===== src/hdl/sst_pkg.sv =====
/*
 * Package for the synchronous serial transmit buffer and status block.
 * Holds status bit positions, word-length codes, sizes and the control
 * carrier type. Assumes the control register decode outside this block
 * delivers the control bits as plain levels and pulses on REF_CLK.
 */
package sst_pkg;

    // ***************************************************************
    // Sizes
    // ***************************************************************
    localparam int DATA_W = 8;             // Stage width
    localparam int DEPTH  = 3;             // Stages per FIFO
    localparam int CNT_W  = 4;             // Bit counter width

    // ***************************************************************
    // Status word bit positions
    // ***************************************************************
    localparam int ST_RDA  = 0;            // Receive data available
    localparam int ST_TX_ROOM_FLAG = 1;            // Transmit room
    localparam int ST_DCD  = 2;            // Carrier detect
    localparam int ST_CTS  = 3;            // Clear to send
    localparam int ST_TUF  = 4;            // Transmit underflow
    localparam int ST_OVRN = 5;            // Receive overrun
    localparam int ST_PE   = 6;            // Parity error
    localparam int ST_IRQ  = 7;            // Interrupt summary

    // ***************************************************************
    // Reset values and word-length codes
    // ***************************************************************
    localparam logic [7:0] STATUS_RST = 8'h00;    // Status after reset
    localparam logic [7:0] FILL_ONES  = 8'hff;    // All-ones fill
    localparam logic [2:0] WS_7_NOPAR = 3'h2;     // 7 bits, no parity
    localparam logic [2:0] WS_8_NOPAR = 3'h3;     // 8 bits, no parity
    localparam logic [CNT_W-1:0] LEN_6 = 4'h6;    // Six data bits
    localparam logic [CNT_W-1:0] LEN_7 = 4'h7;    // Seven data bits
    localparam logic [CNT_W-1:0] LEN_8 = 4'h8;    // Eight data bits

    // ***************************************************************
    // Control bits delivered by the register decode
    // ***************************************************************
    typedef struct packed {
        logic       rx_interrupt_enable;    // Enable on data available
        logic       tx_interrupt_enable;    // Enable on room
        logic       error_interrupt_enable; // Enable on bits 6..2
        logic       tx_section_reset;       // Level, holds transmitter
        logic       rx_section_reset;       // Level, holds receiver
        logic       clear_underflow_cmd;    // One-cycle pulse
        logic       clear_cts_cmd;          // One-cycle pulse
        logic       one_sync;               // One-sync versus two-sync
        logic       ext_sync;               // External sync mode
        logic       tx_sync_fill;           // Sync fill on underflow
        logic [2:0] word_sel;               // Word length select
        logic       one_byte;               // 1-byte transfer mode
        logic [7:0] sync_code;              // Sync-code register
    } sst_ctrl_t;

endpackage : sst_pkg


===== src/hdl/sst_tx_status.sv =====
/*
 * Transmit FIFO, receive FIFO flags, transmitter and status word of a
 * synchronous serial adapter. REF_CLK is the bus phase clock; CE is the
 * phase pulse. Assumes host strobes are single REF_CLK pulses aligned
 * with CE, and that TX_CLK, DCD and CTS are asynchronous pins.
 */
module sst_tx_status (
    input  wire logic              REF_CLK,     // Bus phase clock
    input  wire logic              RSTN,        // Global reset, low
    input  wire logic              CE,          // Clock enable
    input  wire sst_pkg::sst_ctrl_t CTRL,       // Control bits
    input  wire logic              TX_WR,       // Host write pulse
    input  wire logic [7:0]        TX_DATA,     // Host write data
    input  wire logic              STAT_RD,     // Status read pulse
    input  wire logic              RX_RD,       // Receive FIFO read pulse
    input  wire logic              RX_WR,       // Receiver char pulse
    input  wire logic [7:0]        RX_CHAR,     // Received character
    input  wire logic              RX_PERR,     // Its parity mismatch
    input  wire logic              TX_CLK,      // Transmit bit clock pin
    input  wire logic              DCD,         // Carrier detect pin
    input  wire logic              CTS,         // Clear to send pin
    output logic [7:0]             STATUS,      // Status word
    output logic [7:0]             RX_Q,        // Last receive stage
    output logic                   TXD,         // Serial data out
    output logic                   TX_UF,       // Underflow pulse pin
    output logic                   IRQ_N        // Interrupt, low active
);

    // ***************************************************************
    // Pin synchronisers
    // ***************************************************************
    logic [2:0] txc_s;                     // Tx clock sync and history
    logic [2:0] dcd_s;                     // DCD sync and history
    logic [2:0] cts_s;                     // CTS sync and history

    // Bit 0 is only read by bit 1; bit 2 is a history copy for edges
    always_ff @(posedge REF_CLK or negedge RSTN) begin
        if (!RSTN) begin
            txc_s <= 3'h0;
            dcd_s <= 3'h0;
            cts_s <= 3'h0;
        end else if (CE) begin
            txc_s <= {txc_s[1:0], TX_CLK};
            dcd_s <= {dcd_s[1:0], DCD};
            cts_s <= {cts_s[1:0], CTS};
        end
    end

    wire tx_rise  = txc_s[1] & ~txc_s[2];  // Bit clock rising
    wire tx_fall  = ~txc_s[1] & txc_s[2];  // Bit clock falling
    wire dcd_live = dcd_s[1];              // Synchronised DCD
    wire cts_live = cts_s[1];              // Synchronised CTS
    wire dcd_rise = dcd_s[1] & ~dcd_s[2];  // DCD positive transition
    wire cts_rise = cts_s[1] & ~cts_s[2];  // CTS positive transition

    // ***************************************************************
    // Word format decode
    // ***************************************************************
    wire [2:0] ws = CTRL.word_sel;         // Word length select
    wire par_en = (ws != sst_pkg::WS_7_NOPAR) &&
                  (ws != sst_pkg::WS_8_NOPAR);   // Parity appended
    wire [sst_pkg::CNT_W-1:0] data_len =
        (ws[2:1] == 2'b00) ? sst_pkg::LEN_6 :
        ((ws == sst_pkg::WS_7_NOPAR) || (ws[2:1] == 2'b10)) ?
        sst_pkg::LEN_7 : sst_pkg::LEN_8;   // Data bits per character
    wire [7:0] data_mask = (ws[2:1] == 2'b00) ? 8'h3f :
                           (data_len == sst_pkg::LEN_7) ? 8'h7f : 8'hff;

    // ***************************************************************
    // Transmit FIFO
    // ***************************************************************
    logic [7:0] tf_data [sst_pkg::DEPTH];  // Stage data, 0 is first
    logic [2:0] tf_full;                   // Stage full flags
    logic       txrst_q;                   // Tx reset history
    logic       tx_take;                   // Transmitter takes stage 2
    // The bit counter lives here because the boundary decode below
    // needs it; the transmitter section drives it
    logic [sst_pkg::CNT_W-1:0] bit_cnt;    // Bits left in character

    wire tx_rst_edge = CTRL.tx_section_reset & ~txrst_q; // One pulse on entry to reset
    wire tx_run = ~CTRL.tx_section_reset;  // Transmitter not held
    wire boundary = tx_run & tx_fall & (bit_cnt == '0); // Char boundary

    // Ripple rule: stage i moves on when stage i+1 is empty
    // Bit i of the move vector means a character enters stage i, so
    // bit 0 is always zero: only a host write fills the first stage
    // A character advances at most one stage per enabled cycle
    wire [2:0] tf_move = {tf_full[1] & ~tf_full[2],
                          tf_full[0] & ~tf_full[1], 1'b0};
    // Writes land only in an empty first stage; CTS is not consulted
    wire tf_load = TX_WR & ~tf_full[0];

    // Clear once on entering reset, then accept preload writes
    always_ff @(posedge REF_CLK or negedge RSTN) begin
        if (!RSTN) begin
            tf_full <= 3'h0;
            txrst_q <= 1'b0;
        end else if (CE) begin
            txrst_q <= CTRL.tx_section_reset;
            if (tx_rst_edge) begin
                tf_full <= 3'h0;
            end else begin
                tf_full[0] <= tf_load | (tf_full[0] & ~tf_move[1]);
                tf_full[1] <= tf_move[1] | (tf_full[1] & ~tf_move[2]);
                tf_full[2] <= tf_move[2] | (tf_full[2] & ~tx_take);
            end
        end
    end

    // Data path; stale data in empty stages is never used
    always_ff @(posedge REF_CLK) begin
        if (CE) begin
            if (tf_load) begin
                tf_data[0] <= TX_DATA & data_mask;
            end
            if (tf_move[1]) begin
                tf_data[1] <= tf_data[0];
            end
            if (tf_move[2]) begin
                tf_data[2] <= tf_data[1];
            end
        end
    end

    // ***************************************************************
    // Transmitter
    // ***************************************************************
    // Bit counter is declared with the FIFO, ahead of its first use
    logic [8:0]                tx_sh;      // Remaining frame bits
    logic                      uf_pend;    // Sync fill pulse pending

    wire under = ~tf_full[2];              // Nothing ready at boundary
    wire [7:0] fill_char = CTRL.tx_sync_fill ? CTRL.sync_code
                                             : sst_pkg::FILL_ONES;
    wire [7:0] char_raw = under ? fill_char : tf_data[2];
    wire [7:0] char_m   = char_raw & data_mask;
    wire       char_par = ^char_m ^ ws[0]; // Even or odd parity
    wire [8:0] frame = par_en ?
        (9'({1'b0, char_m}) | (9'(char_par) << data_len)) :
        {1'b0, char_m};
    wire [sst_pkg::CNT_W-1:0] frame_len = data_len +
        (par_en ? 4'h1 : 4'h0);            // Bits per character

    assign tx_take = boundary & tf_full[2];

    // Shift out LSB first, changing data on the falling bit clock edge
    always_ff @(posedge REF_CLK or negedge RSTN) begin
        if (!RSTN) begin
            bit_cnt <= '0;
            tx_sh   <= 9'h1ff;
            TXD     <= 1'b1;
        end else if (CE) begin
            if (!tx_run) begin
                bit_cnt <= '0;              // Idle mark while held
                TXD     <= 1'b1;
            end else if (boundary) begin
                TXD     <= frame[0];
                tx_sh   <= frame >> 1;
                bit_cnt <= frame_len - 4'h1;
            end else if (tx_fall) begin
                TXD     <= tx_sh[0];
                tx_sh   <= tx_sh >> 1;
                bit_cnt <= bit_cnt - 4'h1;
            end
        end
    end

    // Pulse spans the next high period of the bit clock
    // The event is seen at a falling edge, so the pulse is held back
    // until the following rise; a bit clock that stops low leaves it
    // pending, which is harmless as no pulse can then be due
    // Ones fill never raises the pin, only sync-code fill does
    wire uf_event = boundary & under & CTRL.tx_sync_fill;

    always_ff @(posedge REF_CLK or negedge RSTN) begin
        if (!RSTN) begin
            uf_pend <= 1'b0;
            TX_UF   <= 1'b0;
        end else if (CE) begin
            if (uf_event) begin
                uf_pend <= 1'b1;
            end else if (tx_rise && uf_pend) begin
                uf_pend <= 1'b0;
            end
            if (tx_rise && uf_pend) begin
                TX_UF <= 1'b1;
            end else if (tx_fall || !tx_run) begin
                TX_UF <= 1'b0;
            end
        end
    end

    // ***************************************************************
    // Receive FIFO flags
    // ***************************************************************
    logic [7:0] rf_data [sst_pkg::DEPTH];  // Receive stage data
    logic [2:0] rf_full;                   // Receive stage full flags
    logic [2:0] rf_perr;                   // Parity mismatch per stage

    wire rx_hold = CTRL.rx_section_reset;  // Receiver held in reset
    wire rf_pop  = RX_RD & rf_full[2];     // Host takes last stage
    wire [2:0] rf_move = {rf_full[1] & ~rf_full[2],
                          rf_full[0] & ~rf_full[1], 1'b0}; // Ripple
    wire ovrn_event = RX_WR & rf_full[0] & ~rx_hold;

    // Overrun overwrites the first stage, as the receiver would
    always_ff @(posedge REF_CLK or negedge RSTN) begin
        if (!RSTN) begin
            rf_full <= 3'h0;
        end else if (CE) begin
            if (rx_hold) begin
                rf_full <= 3'h0;
            end else begin
                rf_full[0] <= RX_WR | (rf_full[0] & ~rf_move[1]);
                rf_full[1] <= rf_move[1] | (rf_full[1] & ~rf_move[2]);
                rf_full[2] <= rf_move[2] | (rf_full[2] & ~rf_pop);
            end
        end
    end

    // Parity tag travels with its character
    always_ff @(posedge REF_CLK) begin
        if (CE) begin
            if (RX_WR) begin
                rf_data[0] <= RX_CHAR;
                rf_perr[0] <= RX_PERR;
            end
            if (rf_move[1]) begin
                rf_data[1] <= rf_data[0];
                rf_perr[1] <= rf_perr[0];
            end
            if (rf_move[2]) begin
                rf_data[2] <= rf_data[1];
                rf_perr[2] <= rf_perr[1];
            end
        end
    end

    // ***************************************************************
    // Latched flags
    // ***************************************************************
    logic stat_seen;                       // Status read since FIFO read
    logic dcd_lat;                         // Stored DCD rise
    logic dcd_follow;                      // Bit 2 shows live DCD
    logic cts_lat;                         // Stored CTS rise
    logic cts_follow;                      // Bit 3 shows live CTS
    logic tx_underflow_flag;                             // Underflow flag
    logic ovrn;                            // Overrun flag

    // Clear sequence: status read, then a receive FIFO read
    wire rd_seq  = RX_RD & stat_seen;
    wire dcd_clr = rd_seq | rx_hold;
    wire cts_clr = CTRL.clear_cts_cmd | CTRL.tx_section_reset;
    wire tuf_clr = CTRL.clear_underflow_cmd | CTRL.tx_section_reset;

    // Setting events win over clears in the same cycle
    // Limitation: a clear that lands with a new edge is lost, so the
    // host must clear again after servicing that edge
    // Status reads only arm the clear sequence; they clear nothing
    always_ff @(posedge REF_CLK or negedge RSTN) begin
        if (!RSTN) begin
            stat_seen  <= 1'b0;
            dcd_lat    <= 1'b0;
            dcd_follow <= 1'b0;
            cts_lat    <= 1'b0;
            cts_follow <= 1'b0;
            tx_underflow_flag        <= 1'b0;
            ovrn       <= 1'b0;
        end else if (CE) begin
            if (STAT_RD) begin
                stat_seen <= 1'b1;
            end else if (RX_RD) begin
                stat_seen <= 1'b0;
            end
            if (dcd_rise) begin
                dcd_lat    <= 1'b1;
                dcd_follow <= 1'b0;
            end else if (dcd_clr) begin
                dcd_lat    <= 1'b0;
                dcd_follow <= rd_seq;
            end
            if (cts_rise) begin
                cts_lat    <= 1'b1;
                cts_follow <= 1'b0;
            end else if (cts_clr) begin
                cts_lat    <= 1'b0;
                cts_follow <= CTRL.clear_cts_cmd;
            end
            if (uf_event) begin
                tx_underflow_flag <= 1'b1;
            end else if (tuf_clr) begin
                tx_underflow_flag <= 1'b0;
            end
            if (ovrn_event) begin
                ovrn <= 1'b1;
            end else if (rd_seq || rx_hold) begin
                ovrn <= 1'b0;
            end
        end
    end

    // ***************************************************************
    // Status word and interrupt
    // ***************************************************************
    // Flags derive from stage occupancy, so they drop by themselves
    // Both flags pass one register stage, so they trail the FIFO by
    // one cycle; the host strobes are spaced to allow for that
    wire rx_data_avail_flag = CTRL.one_byte ? rf_full[2]
                             : (rf_full[2] & rf_full[1]);
    wire cts_block = cts_live & ~CTRL.ext_sync;
    wire room = CTRL.one_byte ? ~tf_full[0]
                              : ~(tf_full[0] | tf_full[1]);
    wire tx_room_flag = room & ~CTRL.tx_section_reset & ~cts_block;
    wire dcd_bit = dcd_lat | (dcd_follow & dcd_live);
    wire cts_bit = cts_lat | (cts_follow & cts_live);
    wire pe_bit  = rf_full[2] & rf_perr[2];
    wire [4:0] err_bits = {pe_bit, ovrn, tx_underflow_flag, cts_bit, dcd_bit};
    wire next_irq = (CTRL.rx_interrupt_enable & rx_data_avail_flag) |
                    (CTRL.tx_interrupt_enable & tx_room_flag) |
                    (CTRL.error_interrupt_enable & (|err_bits));
    wire [7:0] next_status = {next_irq, err_bits, tx_room_flag, rx_data_avail_flag};

    // Snapshot only; reading it clears no flag
    always_ff @(posedge REF_CLK or negedge RSTN) begin
        if (!RSTN) begin
            STATUS <= sst_pkg::STATUS_RST;
            IRQ_N  <= 1'b1;
            RX_Q   <= 8'h00;
        end else if (CE) begin
            STATUS <= next_status;
            IRQ_N  <= ~next_irq;
            RX_Q   <= rf_data[2];
        end
    end

endmodule // sst_tx_status


===== config.mk =====
export PLATFORM = sky130hd
export DESIGN_NAME = sst_tx_status
export DESIGN_NICKNAME = d
export VERILOG_FILES = /design/src/hdl/sst_pkg.sv /design/src/hdl/sst_tx_status.sv
export SDC_FILE = /design/constraint.sdc
export NUM_CORES = 1
export LEC_CHECK = 0
export BUFFER_PORTS_ARGS = -buffer_cell sky130_fd_sc_hd__clkbuf_2
export CORE_MARGIN = 10
export CORE_UTILIZATION = 45
export CTS_BUF_LIST = sky130_fd_sc_hd__clkbuf_4 sky130_fd_sc_hd__clkbuf_8
export CTS_CLUSTER_DIAMETER = 80
export DETAILED_ROUTE_END_ITERATION = 12
export HOLD_SLACK_MARGIN = 0.12
export PLACE_DENSITY = 0.66
export SLEW_MARGIN = 40
export SYNTH_ARGS = -nofsm -noshare
export SYNTH_HDL_FRONTEND = slang
export SYNTH_SLANG_ARGS = --single-unit

===== constraint.sdc =====
create_clock -name REF_CLK -period 2.2 [get_ports REF_CLK]
set_clock_uncertainty 0.05 [all_clocks]
set_input_delay 0.11 -clock REF_CLK [delete_from_list [all_inputs] [get_ports REF_CLK]]
set_output_delay 0.11 -clock REF_CLK [all_outputs]
set_load 0.02 [all_outputs]

==> flow_summary.json <==
{
  "switchingPower_mw": 1.39,
  "seq_power_share_pct": 55.1,
  "required_ps": 2420,
  "critPathKind": "reg2reg",
  "synth_edf_count": 51,
  "leakage_nw": 2.17,
  "p_sw_share_pct": 29.4,
  "drtIter0Drc": 185,
  "fin_nets": 480,
  "cp-end-kind": "flop",
  "grt_pass1_wl_um": 14300,
  "root_buffer": "clkbuf_8",
  "finalWirelength_um": 8610,
  "syn_to_final_growth_pct": 24.9,
  "worstPathArrival_ps": 2250,
  "coreArea_um2": 9240,
  "grt_util_all_layers_pct": 13.5,
  "grt_max_degree": 57,
  "status": "complete, no violations",
  "internal_power_mw": 3.35,
  "critPathTopFamily": "buffers and inverters",
  "rsz0062_at_grt": "no",
  "ios": 68,
  "clockBufferDepth": 2,
  "ys_warn_count": 0,
  "antenna_found_initial": 0,
  "holdCritPathClass": "in2reg",
  "ant_nets": 0,
  "yosysUniqueCellTypes": 50,
  "peakVddDrop_mv": 0.450,
  "die-area_um2": 13700,
  "cts-htree-levels": 3,
  "post-dp-hpwl_um": 6050,
  "clkTransAtPathRegs_ps": 100,
  "fmax_mhz": 492,
  "grt_pass1_vias": 2898,
  "clock_latency_ps": 370,
  "place_congestion": 0.766,
  "numCtsBuffers": 9,
  "cts-hold-fix-buffers": 36,
  "regToRegSetupSlack_ps": 170,
  "comb_power_share_pct": 21.1,
  "powerDensity_nw_per_um2": 892,
  "grt-ovfl-total": 0,
  "ys_ff_latch": 107,
  "avgSynthCellArea_um2": 13.3,
  "startpoint_type": "flop",
  "synthCells": 319,
  "drv_cap": 0,
  "cts_tree": "yes",
  "final_cell_mix": "clkbuf_2 (66), edfxtp_1 (51), dfrtp_1 (45)",
  "finalHoldViolCount": 0,
  "cp_cell_sequence": "a211oi_1 -> nand3_1 -> a221oi_1 -> dlygate4sd3_1 -> nor2_1",
  "avgRoutedWirePerCell_um": 15.3,
  "drcViolationCount": 0,
  "cts.repair.resized": 0,
  "hold_slack_ps": 136,
  "synth_flop_cell": "edfxtp_1",
  "clock-sinks": 107,
  "drt-vias-per-instance": 4.92,
  "cts_setup_buffers": 0,
  "finalMaxSlewViolations": 0,
  "setup-violations-final": 0,
  "slew_headroom_pct": 52.6,
  "layout-drive-gt1-share_pct": 29.9,
  "vias": 2777,
  "antenna_cells": 0,
  "die_h_um": 117,
  "io_buffer_count": 66,
  "pwr-share-clk_pct": 23.9,
  "die_w_um": 117,
  "cpPeakStageDelay_ps": 620,
  "period_share_pct": 92.4,
  "start_util_pct": 46.0,
  "synthArstFlopShare_pct": 52.3,
  "tns_ps": 0,
  "dr.pass1.iters": 4,
  "yosysSeqAreaShare_pct": 69.3,
  "netlist_area_um2": 4250,
  "crit_buf_inv": 1,
  "synth_fp_nets": 369,
  "tightest_slew_ps": 710,
  "finalCriticalPeriod_ps": 2030,
  "crit_slowest_cell": "dlygate4sd3_1",
  "final_common_cell": "clkbuf_2",
  "rows": 35,
  "cp_max_fo": 8
}
[sequential cells by signal, indices dropped and copies added, names as in the netlist, 3 cells and up]
signal,count
txc_s,3
rf_full,3
rf_data,24
tx_sh,9
STATUS,8
dcd_s,3
cts_s,3
bit_cnt,4
RX_Q,8
rf_perr,3
tf_data,24
tf_full,3
[per-layer routing]
layer	vias up	share of wire, %	routed length, um	global-route usage, %
met5	-	0	0	0
met4	0	0.79	68	4.04
met3	6	5.6	480	4.59
met2	64	49	4240	21.7
met1	1328	44	3820	16.8
li1	1379	-	-	-
[cells in the mapped netlist (4+ instances only)]
| master | instances | area (um2) |
|---|---|---|
| clkbuf_1 | 9 | 33.8 |
| nand2_1 | 28 | 105 |
| o22ai_1 | 9 | 56.3 |
| edfxtp_1 | 51 | 1530 |
| a21oi_1 | 19 | 95.1 |
| dfrtp_1 | 45 | 1130 |
| nor2_1 | 19 | 71.3 |
| dfstp_2 | 11 | 289 |
| nor3_1 | 6 | 30.0 |
| mux2_2 | 19 | 214 |
| and2_1 | 4 | 25.0 |
| o21ai_0 | 26 | 130 |
| xnor2_1 | 5 | 43.8 |
| inv_1 | 14 | 52.6 |
[power by group through the flow]
stage          registers [mW]  logic (mW)  clock network [mW]
3_3_place_gp             2.64       0.925                   0
6_report                 2.61       0.997                1.13
2_1_floorplan            2.66       0.643                   0
5_1_grt                  2.65        1.13                1.26
3_5_place_dp             2.65       0.954                   0
4_1_cts                  2.61        1.01                1.17
[layout make-up]
| cell class | count | area (um2) |
|---|---|---|
| clock buffers | 10 | 131 |
| fillers | 731 | 3930 |
| well taps | 129 | 161 |
| inverters | 15 | 56.3 |
| flip-flops and latches | 107 | 2950 |
| clock inverters | 6 | 57.6 |
| multi-input cells | 186 | 1200 |
| repair buffers | 111 | 758 |
[through the flow]
step	power, mW	util (%)	cells	setup slack (ps)	instance area, um2
after global routing	5.03	57.5	564	3.06	5310
after global placement	3.56	51.5	512	254	4760
after CTS	4.79	57.5	564	202	5310
after detailed placement	3.61	51.5	512	229	4760
after floorplan	3.30	-	319	226	4250
final	4.74	57.5	564	167	5310
[final timing paths]
path	startpoint	endpoint	cells past startpoint
max	rf_full[2]	STATUS[7]	5
min	CE	IRQ_N	3
max reg2reg	rf_full[2]	STATUS[7]	5
min reg2reg	rf_data[1][5]	rf_data[2][5]	0
max in group asynchronous	RSTN	STATUS[2]	3
min in group asynchronous	RSTN	bit_cnt[3]	3
[tightest hold or removal path: stages]
cell,delay [ps]
clkbuf_2,90
inv_1,150
a21o_1,210
[logic make-up after synthesis]
kind of cell / count (synthesis) / synth area share (%)
adders and majority gates: 1 / 0.294
buffers and inverters: 26 / 2.50
and+or+nand+nor: 76 / 8.65
xor gates and xnor gates: 8 / 1.97
muxes: 19 / 5.03
DFF: 107 / 69.3
AOI/OAI and AO/OA: 82 / 12.3
Power figures use the tool's default switching activity.
